## src/design/pwmdb_pkg.sv

```systemverilog
package pwmdb_pkg;
	// Datapath widths
	localparam int CNT_W = 16;
	localparam int DB_W = 12;
	localparam int AXI_AW = 8;
	localparam int NUM_EV = 6;
	// Register byte offsets
	localparam logic [AXI_AW-1:0] OFS_CTRL = 8'h00;
	localparam logic [AXI_AW-1:0] OFS_LOAD = 8'h04;
	localparam logic [AXI_AW-1:0] OFS_CMPA = 8'h08;
	localparam logic [AXI_AW-1:0] OFS_CMPB = 8'h0C;
	localparam logic [AXI_AW-1:0] OFS_GENA = 8'h10;
	localparam logic [AXI_AW-1:0] OFS_GENB = 8'h14;
	localparam logic [AXI_AW-1:0] OFS_DBRISE = 8'h18;
	localparam logic [AXI_AW-1:0] OFS_DBFALL = 8'h1C;
	localparam logic [AXI_AW-1:0] OFS_OUTCTL = 8'h20;
	localparam logic [AXI_AW-1:0] OFS_EVSEL = 8'h24;
	localparam logic [AXI_AW-1:0] OFS_STATUS = 8'h28;
	localparam logic [AXI_AW-1:0] OFS_CMD = 8'h2C;
	// Control register fields
	localparam int CTRL_W = 5;
	localparam int CTRL_RUN = 0;
	localparam int CTRL_UPDN = 1;
	localparam int CTRL_SYNCUPD = 2;
	localparam int CTRL_DBGRUN = 3;
	localparam int CTRL_DBEN = 4;
	// Output control fields: enable, invert, fault enable, two bits each
	localparam int OUT_W = 6;
	localparam int OUT_EN_LSB = 0;
	localparam int OUT_INV_LSB = 2;
	localparam int OUT_FLT_LSB = 4;
	// Event select fields
	localparam int EVSEL_W = 14;
	localparam int SEL_INT_LSB = 0;
	localparam int SEL_FLTINT = 6;
	localparam int SEL_TRIG_LSB = 8;
	// Status and command fields
	localparam int ST_DIR = 16;
	localparam int ST_FLT = 17;
	localparam int ST_UPD = 18;
	localparam int ST_RST = 19;
	localparam int CMD_UPD = 0;
	localparam int CMD_RST = 1;
	// Event indices, also the action field index in a generator register
	localparam int EV_ZERO = 0;
	localparam int EV_LOAD = 1;
	localparam int EV_AUP = 2;
	localparam int EV_ADN = 3;
	localparam int EV_BUP = 4;
	localparam int EV_BDN = 5;
	localparam int GEN_W = 2 * NUM_EV;
	// Bus answers and reset values
	localparam logic [1:0] RESP_OKAY = 2'h0;
	localparam logic [1:0] RESP_SLVERR = 2'h2;
	localparam logic [31:0] RST_WORD = 32'h0000_0000;
	// Per-event output action
	typedef enum logic [1:0] {
		ACT_NONE = 2'b00,
		ACT_TOGGLE = 2'b01,
		ACT_LOW = 2'b10,
		ACT_HIGH = 2'b11
	} pwmdb_act_e;
endpackage : pwmdb_pkg

```

## src/design/pwmdb_deadband.sv

```systemverilog
`timescale 1ns/10ps
module pwmdb_deadband #(
	parameter int DW = pwmdb_pkg::DB_W
) (
	input logic sys_clk,
	input logic rst_n,
	input logic db_en,
	input logic in_a,
	input logic in_b,
	input logic [DW-1:0] rise_dly,
	input logic [DW-1:0] fall_dly,
	output logic out_a,
	output logic out_b
);
	import pwmdb_pkg::*;

	logic [DW-1:0] hi_cnt_r; // Cycles the input has stood high
	logic [DW-1:0] lo_cnt_r; // Cycles the input has stood low

	// Run-length counters saturate so a long level never wraps into a false edge
	always_ff @(posedge sys_clk or negedge rst_n) begin
		if (!rst_n) begin
			hi_cnt_r <= '0;
			lo_cnt_r <= '0;
		end else begin
			hi_cnt_r <= !in_a ? '0 : (&hi_cnt_r ? hi_cnt_r : hi_cnt_r + 1'b1);
			lo_cnt_r <= in_a ? '0 : (&lo_cnt_r ? lo_cnt_r : lo_cnt_r + 1'b1);
		end
	end

	// Outputs: pass-through when off, delayed complementary pair when on
	always_ff @(posedge sys_clk or negedge rst_n) begin
		if (!rst_n) begin
			out_a <= 1'b0;
			out_b <= 1'b0;
		end else if (!db_en) begin
			out_a <= in_a;
			out_b <= in_b;
		end else begin
			// Second input is dropped; a zero delay adds nothing
			out_a <= in_a && (hi_cnt_r >= rise_dly);
			out_b <= !in_a && (lo_cnt_r >= fall_dly);
		end
	end
endmodule : pwmdb_deadband

```

## src/design/pwmdb_core.sv

```systemverilog
`timescale 1ns/10ps
// Behaviour
// - Down mode: load to zero, reload, repeat
// - Up/down mode: zero up to load, back down
// - Direction low in down mode, high counting up
// - Zero and load pulses; load follows zero
// - Match pulses split by direction in up/down
// - Match above load never pulses
// - Four events down mode, six up/down
// - Match coinciding with zero/load is ignored
// - Coinciding matches: A drives A, B drives B
// - Per event, per output: none/toggle/low/high
// - Dead-band off passes both signals unchanged
// - Dead-band on: first output rise delayed
// - Dead-band on: second inverted, fall delayed
// - Selectable interrupt and trigger event sets
// - Interrupt and trigger use raw events
// - Global reset clears the counter
// - Immediate update applies at next zero
// - Synchronous update waits for request, then zero
// - Fault forces fault-enabled outputs inactive, may interrupt
// - Stall halts at zero or runs; no interrupt
// - Enable mask and fault gate the pins
// - Per-output inversion applied last
module pwmdb_core (
	input logic sys_clk,
	input logic rst_n,
	input logic [pwmdb_pkg::AXI_AW-1:0] s_axi_awaddr,
	input logic s_axi_awvalid,
	output logic s_axi_awready,
	input logic [31:0] s_axi_wdata,
	input logic [3:0] s_axi_wstrb,
	input logic s_axi_wvalid,
	output logic s_axi_wready,
	output logic [1:0] s_axi_bresp,
	output logic s_axi_bvalid,
	input logic s_axi_bready,
	input logic [pwmdb_pkg::AXI_AW-1:0] s_axi_araddr,
	input logic s_axi_arvalid,
	output logic s_axi_arready,
	output logic [31:0] s_axi_rdata,
	output logic [1:0] s_axi_rresp,
	output logic s_axi_rvalid,
	input logic s_axi_rready,
	input logic fault_in,
	input logic dbg_stall,
	output logic first_pwm_output,
	output logic second_pwm_output,
	output logic int_pulse,
	output logic adc_trig
);
	import pwmdb_pkg::*;

	// Software registers
	logic [CTRL_W-1:0] ctrl_r; // Mode and enable bits
	logic [CNT_W-1:0] ld_sh_r; // Load value as written
	logic [CNT_W-1:0] cmpa_sh_r; // Compare A as written
	logic [CNT_W-1:0] cmpb_sh_r; // Compare B as written
	logic [GEN_W-1:0] gena_r; // Actions for the first signal
	logic [GEN_W-1:0] genb_r; // Actions for the second signal
	logic [DB_W-1:0] dbr_r; // Rising delay
	logic [DB_W-1:0] dbf_r; // Falling delay
	logic [OUT_W-1:0] outc_r; // Enable, invert, fault enable
	logic [EVSEL_W-1:0] evsel_r; // Interrupt and trigger selection
	// Working copies used by the counter
	logic [CNT_W-1:0] ld_act_r;
	logic [CNT_W-1:0] cmpa_act_r;
	logic [CNT_W-1:0] cmpb_act_r;
	logic [CNT_W-1:0] cnt_r;
	logic [CNT_W-1:0] cnt_nxt;
	logic dir_r;
	logic dir_nxt;
	logic upd_pend_r; // Global update requested
	logic rst_pend_r; // Global counter reset requested
	// Synchronisers; stage one feeds stage two only
	logic flt_s1_r, flt_s2_r, flt_d_r;
	logic stl_s1_r, stl_s2_r;
	logic frz_d_r; // Previous cycle was already frozen at zero
	logic gen_a_r, gen_b_r; // Generated signals
	logic db_a, db_b; // After the dead-band stage
	logic [1:0] pin_r; // Final pin stage
	logic int_r, trig_r;
	// Bus state
	logic awready_r, wready_r, bvalid_r, arready_r, rvalid_r;
	logic [1:0] bresp_r, rresp_r;
	logic [31:0] rdata_r;
	logic [AXI_AW-1:0] awa_r;
	logic [31:0] wd_r;
	logic [3:0] ws_r;

	// Control decode
	logic run, updn, syncupd, dbgrun, wr_go, cmd_wr, apply_upd;
	logic freeze, advance, ev_live, zero_hit, load_hit, ma, mb, mok;
	logic [CNT_W-1:0] ld_eff;
	logic [NUM_EV-1:0] ev;
	assign run = ctrl_r[CTRL_RUN];
	assign updn = ctrl_r[CTRL_UPDN];
	assign syncupd = ctrl_r[CTRL_SYNCUPD];
	assign dbgrun = ctrl_r[CTRL_DBGRUN];

	// Byte-lane merge for partial writes
	function automatic logic [31:0] wmerge(input logic [31:0] old, input logic [31:0] d,
		input logic [3:0] s);
		for (int i = 0; i < 4; i++) begin
			if (s[i]) old[8*i+:8] = d[8*i+:8];
		end
		return old;
	endfunction : wmerge

	// Offsets that answer OKAY
	function automatic logic mapped(input logic [AXI_AW-1:0] a);
		return (a[1:0] == 2'h0) && (a <= OFS_CMD);
	endfunction : mapped

	// One action applied to the current level
	function automatic logic act(input logic cur, input logic [1:0] code);
		case (pwmdb_act_e'(code))
			ACT_TOGGLE: return !cur;
			ACT_LOW: return 1'b0;
			ACT_HIGH: return 1'b1;
			default: return cur;
		endcase
	endfunction : act

	// Next level of one output; own match beats the other's when both fire
	function automatic logic gen_next(input logic cur, input logic [GEN_W-1:0] g,
		input logic [NUM_EV-1:0] e, input logic is_b);
		logic v;
		int up, dn, oup, odn;
		v = cur;
		up = is_b ? EV_BUP : EV_AUP;
		dn = is_b ? EV_BDN : EV_ADN;
		oup = is_b ? EV_AUP : EV_BUP;
		odn = is_b ? EV_ADN : EV_BDN;
		if (e[EV_ZERO]) v = act(v, g[2*EV_ZERO+:2]);
		if (e[EV_LOAD]) v = act(v, g[2*EV_LOAD+:2]);
		if (e[up] || e[dn]) begin
			v = act(v, e[up] ? g[2*up+:2] : g[2*dn+:2]);
		end else if (e[oup] || e[odn]) begin
			v = act(v, e[oup] ? g[2*oup+:2] : g[2*odn+:2]);
		end
		return v;
	endfunction : gen_next

	// Write channel: address and data are taken in either order
	assign wr_go = !awready_r && !wready_r && !bvalid_r;
	always_ff @(posedge sys_clk or negedge rst_n) begin
		if (!rst_n) begin
			awready_r <= 1'b1;
			wready_r <= 1'b1;
			bvalid_r <= 1'b0;
			bresp_r <= RESP_OKAY;
			awa_r <= '0;
			wd_r <= RST_WORD;
			ws_r <= '0;
		end else begin
			if (s_axi_awvalid && awready_r) begin
				awready_r <= 1'b0;
				awa_r <= s_axi_awaddr;
			end
			if (s_axi_wvalid && wready_r) begin
				wready_r <= 1'b0;
				wd_r <= s_axi_wdata;
				ws_r <= s_axi_wstrb;
			end
			if (wr_go) begin
				bvalid_r <= 1'b1;
				bresp_r <= mapped(awa_r) ? RESP_OKAY : RESP_SLVERR;
			end else if (bvalid_r && s_axi_bready) begin
				bvalid_r <= 1'b0;
				awready_r <= 1'b1;
				wready_r <= 1'b1;
			end
		end
	end

	// Register writes; status is read-only, command is handled below
	always_ff @(posedge sys_clk or negedge rst_n) begin
		if (!rst_n) begin
			ctrl_r <= '0;
			ld_sh_r <= '0;
			cmpa_sh_r <= '0;
			cmpb_sh_r <= '0;
			gena_r <= '0;
			genb_r <= '0;
			dbr_r <= '0;
			dbf_r <= '0;
			outc_r <= '0;
			evsel_r <= '0;
		end else if (wr_go) begin
			case (awa_r)
				OFS_CTRL: ctrl_r <= CTRL_W'(wmerge(32'(ctrl_r), wd_r, ws_r));
				OFS_LOAD: ld_sh_r <= CNT_W'(wmerge(32'(ld_sh_r), wd_r, ws_r));
				OFS_CMPA: cmpa_sh_r <= CNT_W'(wmerge(32'(cmpa_sh_r), wd_r, ws_r));
				OFS_CMPB: cmpb_sh_r <= CNT_W'(wmerge(32'(cmpb_sh_r), wd_r, ws_r));
				OFS_GENA: gena_r <= GEN_W'(wmerge(32'(gena_r), wd_r, ws_r));
				OFS_GENB: genb_r <= GEN_W'(wmerge(32'(genb_r), wd_r, ws_r));
				OFS_DBRISE: dbr_r <= DB_W'(wmerge(32'(dbr_r), wd_r, ws_r));
				OFS_DBFALL: dbf_r <= DB_W'(wmerge(32'(dbf_r), wd_r, ws_r));
				OFS_OUTCTL: outc_r <= OUT_W'(wmerge(32'(outc_r), wd_r, ws_r));
				OFS_EVSEL: evsel_r <= EVSEL_W'(wmerge(32'(evsel_r), wd_r, ws_r));
				default: ;
			endcase
		end
	end

	// Read channel: one cycle from address to data
	always_ff @(posedge sys_clk or negedge rst_n) begin
		if (!rst_n) begin
			arready_r <= 1'b1;
			rvalid_r <= 1'b0;
			rdata_r <= RST_WORD;
			rresp_r <= RESP_OKAY;
		end else if (s_axi_arvalid && arready_r) begin
			arready_r <= 1'b0;
			rvalid_r <= 1'b1;
			rresp_r <= mapped(s_axi_araddr) ? RESP_OKAY : RESP_SLVERR;
			case (s_axi_araddr)
				OFS_CTRL: rdata_r <= 32'(ctrl_r);
				OFS_LOAD: rdata_r <= 32'(ld_sh_r);
				OFS_CMPA: rdata_r <= 32'(cmpa_sh_r);
				OFS_CMPB: rdata_r <= 32'(cmpb_sh_r);
				OFS_GENA: rdata_r <= 32'(gena_r);
				OFS_GENB: rdata_r <= 32'(genb_r);
				OFS_DBRISE: rdata_r <= 32'(dbr_r);
				OFS_DBFALL: rdata_r <= 32'(dbf_r);
				OFS_OUTCTL: rdata_r <= 32'(outc_r);
				OFS_EVSEL: rdata_r <= 32'(evsel_r);
				OFS_STATUS: begin
					rdata_r <= 32'(cnt_r);
					rdata_r[ST_DIR] <= dir_r;
					rdata_r[ST_FLT] <= flt_s2_r;
					rdata_r[ST_UPD] <= upd_pend_r;
					rdata_r[ST_RST] <= rst_pend_r;
				end
				OFS_CMD: rdata_r <= 32'({rst_pend_r, upd_pend_r});
				default: rdata_r <= RST_WORD;
			endcase
		end else if (rvalid_r && s_axi_rready) begin
			rvalid_r <= 1'b0;
			arready_r <= 1'b1;
		end
	end

	// Pending requests; a new request in the clearing cycle wins
	assign cmd_wr = wr_go && (awa_r == OFS_CMD) && ws_r[0];
	assign apply_upd = (cnt_r == '0) && (!syncupd || upd_pend_r);
	always_ff @(posedge sys_clk or negedge rst_n) begin
		if (!rst_n) begin
			upd_pend_r <= 1'b0;
			rst_pend_r <= 1'b0;
		end else begin
			if (cmd_wr && wd_r[CMD_UPD]) upd_pend_r <= 1'b1;
			else if (apply_upd) upd_pend_r <= 1'b0;
			if (cmd_wr && wd_r[CMD_RST]) rst_pend_r <= 1'b1;
			else rst_pend_r <= 1'b0;
		end
	end

	// New limits only at a counter zero, never mid-period
	always_ff @(posedge sys_clk or negedge rst_n) begin
		if (!rst_n) begin
			ld_act_r <= '0;
			cmpa_act_r <= '0;
			cmpb_act_r <= '0;
		end else if (apply_upd) begin
			ld_act_r <= ld_sh_r;
			cmpa_act_r <= cmpa_sh_r;
			cmpb_act_r <= cmpb_sh_r;
		end
	end

	// Two-flop synchronisers for the external levels
	always_ff @(posedge sys_clk or negedge rst_n) begin
		if (!rst_n) begin
			flt_s1_r <= 1'b0;
			flt_s2_r <= 1'b0;
			flt_d_r <= 1'b0;
			stl_s1_r <= 1'b0;
			stl_s2_r <= 1'b0;
		end else begin
			flt_s1_r <= fault_in;
			flt_s2_r <= flt_s1_r;
			flt_d_r <= flt_s2_r;
			stl_s1_r <= dbg_stall;
			stl_s2_r <= stl_s1_r;
		end
	end

	// Stall with halt selected parks the counter once it reaches zero
	assign freeze = stl_s2_r && !dbgrun && (cnt_r == '0);
	assign advance = run && !freeze;
	assign ld_eff = apply_upd ? ld_sh_r : ld_act_r;

	// Counter next state
	always_comb begin
		cnt_nxt = cnt_r;
		dir_nxt = dir_r;
		if (rst_pend_r) begin
			cnt_nxt = '0;
			dir_nxt = 1'b0;
		end else if (advance) begin
			if (!updn) begin
				dir_nxt = 1'b0;
				cnt_nxt = (cnt_r == '0) ? ld_eff : cnt_r - 1'b1;
			end else if (dir_r) begin
				if (cnt_r >= ld_act_r) begin
					dir_nxt = 1'b0;
					cnt_nxt = (ld_act_r == '0) ? '0 : cnt_r - 1'b1;
				end else begin
					cnt_nxt = cnt_r + 1'b1;
				end
			end else if (cnt_r == '0) begin
				// A zero load keeps the counter parked at zero
				dir_nxt = (ld_eff != '0);
				cnt_nxt = (ld_eff == '0) ? '0 : CNT_W'(1);
			end else begin
				cnt_nxt = cnt_r - 1'b1;
			end
		end
	end

	// Counter registers
	always_ff @(posedge sys_clk or negedge rst_n) begin
		if (!rst_n) begin
			cnt_r <= '0;
			dir_r <= 1'b0;
			frz_d_r <= 1'b0;
		end else begin
			cnt_r <= cnt_nxt;
			dir_r <= dir_nxt;
			frz_d_r <= freeze && run;
		end
	end

	// Raw events; a counter parked by the stall signals its zero only once
	assign ev_live = run && !rst_pend_r && !(freeze && frz_d_r);
	assign zero_hit = (cnt_r == '0);
	assign load_hit = (cnt_r == ld_act_r);
	assign ma = (cnt_r == cmpa_act_r) && (cmpa_act_r <= ld_act_r);
	assign mb = (cnt_r == cmpb_act_r) && (cmpb_act_r <= ld_act_r);
	assign mok = ev_live && !zero_hit && !load_hit;
	assign ev[EV_ZERO] = ev_live && zero_hit;
	assign ev[EV_LOAD] = ev_live && load_hit;
	assign ev[EV_AUP] = mok && ma && dir_r;
	assign ev[EV_ADN] = mok && ma && !dir_r;
	assign ev[EV_BUP] = mok && mb && dir_r;
	assign ev[EV_BDN] = mok && mb && !dir_r;

	// Signal generator
	always_ff @(posedge sys_clk or negedge rst_n) begin
		if (!rst_n) begin
			gen_a_r <= 1'b0;
			gen_b_r <= 1'b0;
		end else begin
			gen_a_r <= gen_next(gen_a_r, gena_r, ev, 1'b0);
			gen_b_r <= gen_next(gen_b_r, genb_r, ev, 1'b1);
		end
	end

	pwmdb_deadband #(
		.DW(DB_W)
	) u_db (
		.sys_clk(sys_clk),
		.rst_n(rst_n),
		.db_en(ctrl_r[CTRL_DBEN]),
		.in_a(gen_a_r),
		.in_b(gen_b_r),
		.rise_dly(dbr_r),
		.fall_dly(dbf_r),
		.out_a(db_a),
		.out_b(db_b)
	);

	// Pin stage: mask, fault gate, then inversion last
	for (genvar i = 0; i < 2; i++) begin : g_pin
		always_ff @(posedge sys_clk or negedge rst_n) begin
			if (!rst_n) begin
				pin_r[i] <= 1'b0;
			end else begin
				pin_r[i] <= ((i == 0 ? db_a : db_b) && outc_r[OUT_EN_LSB+i]
					&& !(flt_s2_r && outc_r[OUT_FLT_LSB+i]))
					^ outc_r[OUT_INV_LSB+i];
			end
		end
	end

	// Interrupt and trigger from raw events; the stall never contributes
	always_ff @(posedge sys_clk or negedge rst_n) begin
		if (!rst_n) begin
			int_r <= 1'b0;
			trig_r <= 1'b0;
		end else begin
			int_r <= |(ev & evsel_r[SEL_INT_LSB+:NUM_EV])
				|| (evsel_r[SEL_FLTINT] && flt_s2_r && !flt_d_r);
			trig_r <= |(ev & evsel_r[SEL_TRIG_LSB+:NUM_EV]);
		end
	end

	assign s_axi_awready = awready_r;
	assign s_axi_wready = wready_r;
	assign s_axi_bvalid = bvalid_r;
	assign s_axi_bresp = bresp_r;
	assign s_axi_arready = arready_r;
	assign s_axi_rvalid = rvalid_r;
	assign s_axi_rdata = rdata_r;
	assign s_axi_rresp = rresp_r;
	assign first_pwm_output = pin_r[0];
	assign second_pwm_output = pin_r[1];
	assign int_pulse = int_r;
	assign adc_trig = trig_r;
endmodule : pwmdb_core

```

## config.mk

```make
export PLATFORM = sky130hd
export DESIGN_NAME = pwmdb_core
export DESIGN_NICKNAME = d
export VERILOG_FILES = /design/src/design/pwmdb_pkg.sv /design/src/design/pwmdb_deadband.sv /design/src/design/pwmdb_core.sv
export SDC_FILE = /design/constraint.sdc
export NUM_CORES = 1
export LEC_CHECK = 0
export ABC_AREA = 0
export BUFFER_PORTS_ARGS = -buffer_cell sky130_fd_sc_hd__buf_2
export CAP_MARGIN = 10
export CORE_ASPECT_RATIO = 0.8
export CORE_MARGIN = 2
export CORE_UTILIZATION = 45
export DETAILED_ROUTE_END_ITERATION = 12
export GPL_TIMING_DRIVEN = 0
export HOLD_SLACK_MARGIN = 0.15
export PLACE_DENSITY = 0.62
export SLEW_MARGIN = 20
export SYNTH_ARGS = -nofsm -noshare
export SYNTH_HDL_FRONTEND = slang
export SYNTH_SLANG_ARGS = --single-unit
```

## constraint.sdc

```tcl
create_clock -name sys_clk -period 4.46 [get_ports sys_clk]
set_input_delay 0.223 -clock sys_clk [delete_from_list [all_inputs] [get_ports sys_clk]]
set_output_delay 0.223 -clock sys_clk [all_outputs]
set_load 0.01 [all_outputs]
```

==> flow_metrics.tcl <==
set metrics [dict create \
    port_buffers 73 \
    finalCriticalPeriod_ns 4.16 \
    hp-class "in -> async" \
    worstPathMaxFanout 10 \
    die_h_um 169 \
    final_area_mm2 0.0179 \
    dieArea_mm2 0.0357 \
    synth_cells 1498 \
    ir_drop_mv 0.431 \
    yosysTopAreaCell "dfrtp_1" \
    cts_tree "yes" \
    finClkSkew_ns 0.0189 \
    coreArea_mm2 0.0336 \
    antennaDiodeCount 0 \
    drtPass1Iterations 8 \
    path_clk_slew_ns 0.07 \
    placed_cell_area_mm2 0.0164 \
    setup_ws_ns 0.299 \
    worstRegToRegCells 11 \
    dieWidth_um 211 \
    start_kind "flip-flop" \
    p_per_area_mw_per_mm2 565 \
    clkPwrFrac 0.254 \
    swShare 0.407 \
    clockBufferDepth 3 \
    maxCapViolations 0 \
    synth_area_mm2 0.0154 \
    stdcell_count 2118 \
    syn_avg_cell_area_um2 10.3 \
    synth.distinct_cells 75 \
    post-place-cells 2022 \
    seq_area_frac_synth 0.454 \
    async_reset_ff_frac 1.00 \
    grt_usage 0.291 \
    grt_pass1_wl_um 77900 \
    setup_viol 0 \
    start_util 0.457 \
    io_pins 106 \
    cp-end-kind "flip-flop" \
    max_slew.worst_pin.slew_ns 1.10 \
    synth-seq-cells 279 \
    crit_type "reg -> reg" \
    synth_top_area_share 0.449 \
    dp_hpwl_um 39300 \
    grt-ovfl-total 0 \
    finalHoldViolCount 0 \
    drt_wl_total_um 51400 \
    seq_power_share 0.361 \
    clockRootBuffer "clkbuf_16" \
    cp_data_required_time_ns 4.94 \
    antenna_left 0 \
    yosysWarnings 0 \
    final_nets 1798 \
    wire_per_inst_um 24.3 \
    p_sw_mw 4.13 \
    synthTopCellsByArea "dfrtp_1 45%, mux2_2 12%, ha_1 6.2%" \
    synthFlopType "dfrtp_1" \
    fin_crit_sh 0.933 \
    status "finished clean" \
    antenna_found_initial 2 \
    clkSinkCount 279 \
    cts_buffers 30 \
    area_delta_synth_final_pct 16.5 \
    fin_setup_tns_ns 0 \
    internal-power_mw 6.00 \
    holdWs_ns 0.208 \
    drive_gt1_frac 0.199 \
    fmax_mhz 240 \
    routed_via_density 6.10 \
    worst_skew_pair.late_latency_ns 0.59 \
    synth_edf_count 0 \
    drv_slew 0 \
    vias 12929 \
    htreeDepth 1 \
    drc 0 \
    combPwrFrac 0.385 \
    dp_slack_ns 0.174 \
    max_slew_margin 0.259 \
    rows 60 \
    rsz0062_at_grt "false" \
    gp_congestion 0.962 \
    grt_pass1_vias 12401 \
    cp.arrival_ns 4.65 \
    p_leak_nw 8.32 \
    drt-initial-drc-count 1517 \
    grt_max_degree 95 \
]
## routing by layer
metal | track usage | up-vias | wire length, um
li1 | - | 5789 | -
met1 | 0.449 | 6404 | 24100
met2 | 0.414 | 643 | 21100
met3 | 0.0664 | 93 | 5140
met4 | 0.0603 | 0 | 1100
met5 | 0 | - | 0
## final timing paths
path / start / to / slack (ns)
setup / recovery: cnt_r[0] / cnt_r[13] / 0.30
max in group asynchronous: rst_n / int_pulse / 3.47
hold reg to reg: stl_s1_r / stl_s2_r / 0.36
setup reg to reg: cnt_r[0] / cnt_r[13] / 0.30
hold / removal: rst_n / cnt_r[12] / 0.21
min in group sys_clk: s_axi_araddr[5] / s_axi_rdata[18] / 0.26
## per-stage QoR
stage          utilization  power (mW)
6_report             0.533        10.1
5_1_grt              0.533        10.7
4_1_cts              0.532        10.0
3_5_place_dp         0.489        7.41
3_3_place_gp         0.486        7.36
2_1_floorplan            -        6.03
## cell usage in the layout, fill, tap and decap left out, types with 18 or more instances in the layout
| cell | synthesis | routed |
|---|---|---|
| a22oi_1 | 20 | 20 |
| xor2_1 | 32 | 32 |
| a221oi_1 | 20 | 20 |
| nand2_1 | 196 | 196 |
| mux2_2 | 159 | 159 |
| nor2_1 | 76 | 76 |
| ha_1 | 76 | 76 |
| nand3_1 | 32 | 32 |
| clkbuf_16 | 0 | 30 |
| xnor2_1 | 35 | 35 |
| dfrtp_1 | 276 | 276 |
| inv_1 | 57 | 57 |
| clkbuf_1 | 47 | 49 |
| o21ai_0 | 59 | 59 |
| dlygate4sd3_1 | 0 | 40 |
| and3_1 | 18 | 18 |
| nor4_1 | 22 | 22 |
| buf_2 | 6 | 79 |
| a21o_1 | 25 | 25 |
| a21oi_1 | 45 | 45 |
| nor3_1 | 36 | 35 |
| nand4_1 | 27 | 27 |
## flip-flops by register name, summed over array words and instances (netlist names), 12 cells and up
name,count
genb_r,12
ld_sh_r,16
u_db.lo_cnt_r,12
cmpa_sh_r,16
cmpb_act_r,16
dbr_r,12
cnt_r,16
gena_r,12
ld_act_r,16
evsel_r,14
dbf_r,12
s_axi_rdata,20
cmpb_sh_r,16
cmpa_act_r,16
u_db.hi_cnt_r,12
wd_r,16
## power groups by stage
stage	Combinational [mW]	Sequential (mW)	Clock [mW]
after global routing	4.25	3.72	2.70
after global placement	3.70	3.66	0
after detailed placement	3.74	3.68	0
final	3.90	3.66	2.57
after CTS	3.80	3.63	2.60
after floorplan	2.62	3.41	0
## what timing repair did
| item | CTS | global route |
|---|---|---|
| gates resized for setup | 0 | 3 |
| setup buffers | 0 | 0 |
| hold buffers | 41 | 0 |
| setup endpoints to repair | 0 | 8 |
| endpoints found under the hold margin | 227 | 0 |
## synth_stat cells (7+ instances only)
master,number
nand4_1,27
xnor2_1,35
nor2b_1,9
a22oi_1,20
mux2_2,159
o21ai_0,59
nor4_1,22
xor2_1,32
clkbuf_1,47
a31oi_1,14
a222oi_1,13
o211ai_1,8
a21oi_1,45
buf_1,7
nor2_1,76
a22o_1,16
a21o_1,25
o2111ai_1,7
dfrtp_1,276
ha_1,76
nand3_1,32
nor3_1,36
and2_1,9
mux2i_1,12
nand2_1,196
and3_1,18
inv_1,57
a221oi_1,20
nand2b_1,15
buf_4,15
## cells by family after synthesis
family	share of synthesized area
multiplexers	0.124
XOR/XNOR	0.0382
other	0.000244
flip-flops	0.454
buffers and inverters	0.0381
AO/OA/AOI/OAI	0.134
adder cells (fa/ha/maj)	0.0618
AND/OR/NAND/NOR	0.150
## cell type report
type,count,area [um2]
multi-input combinational,1097,7890
clock inverter,13,129
timing repair buffer,118,883
fill,3072,15700
inverter,58,218
sequential,279,6990
buffer,77,368
tap,434,543
clock buffer,42,896
## worst max-delay path: stages, from the launching register on
cell       delay, ns
dfrtp_1         0.38
clkbuf_1        0.28
inv_1           0.24
ha_1            0.28
or4b_1          0.60
or4_4           0.59
buf_6           0.18
nand2b_1        0.18
a21oi_1         0.49
clkbuf_1        0.50
nand2_1         0.11
a2bb2oi_1       0.21
Power figures use the tool's default switching activity.
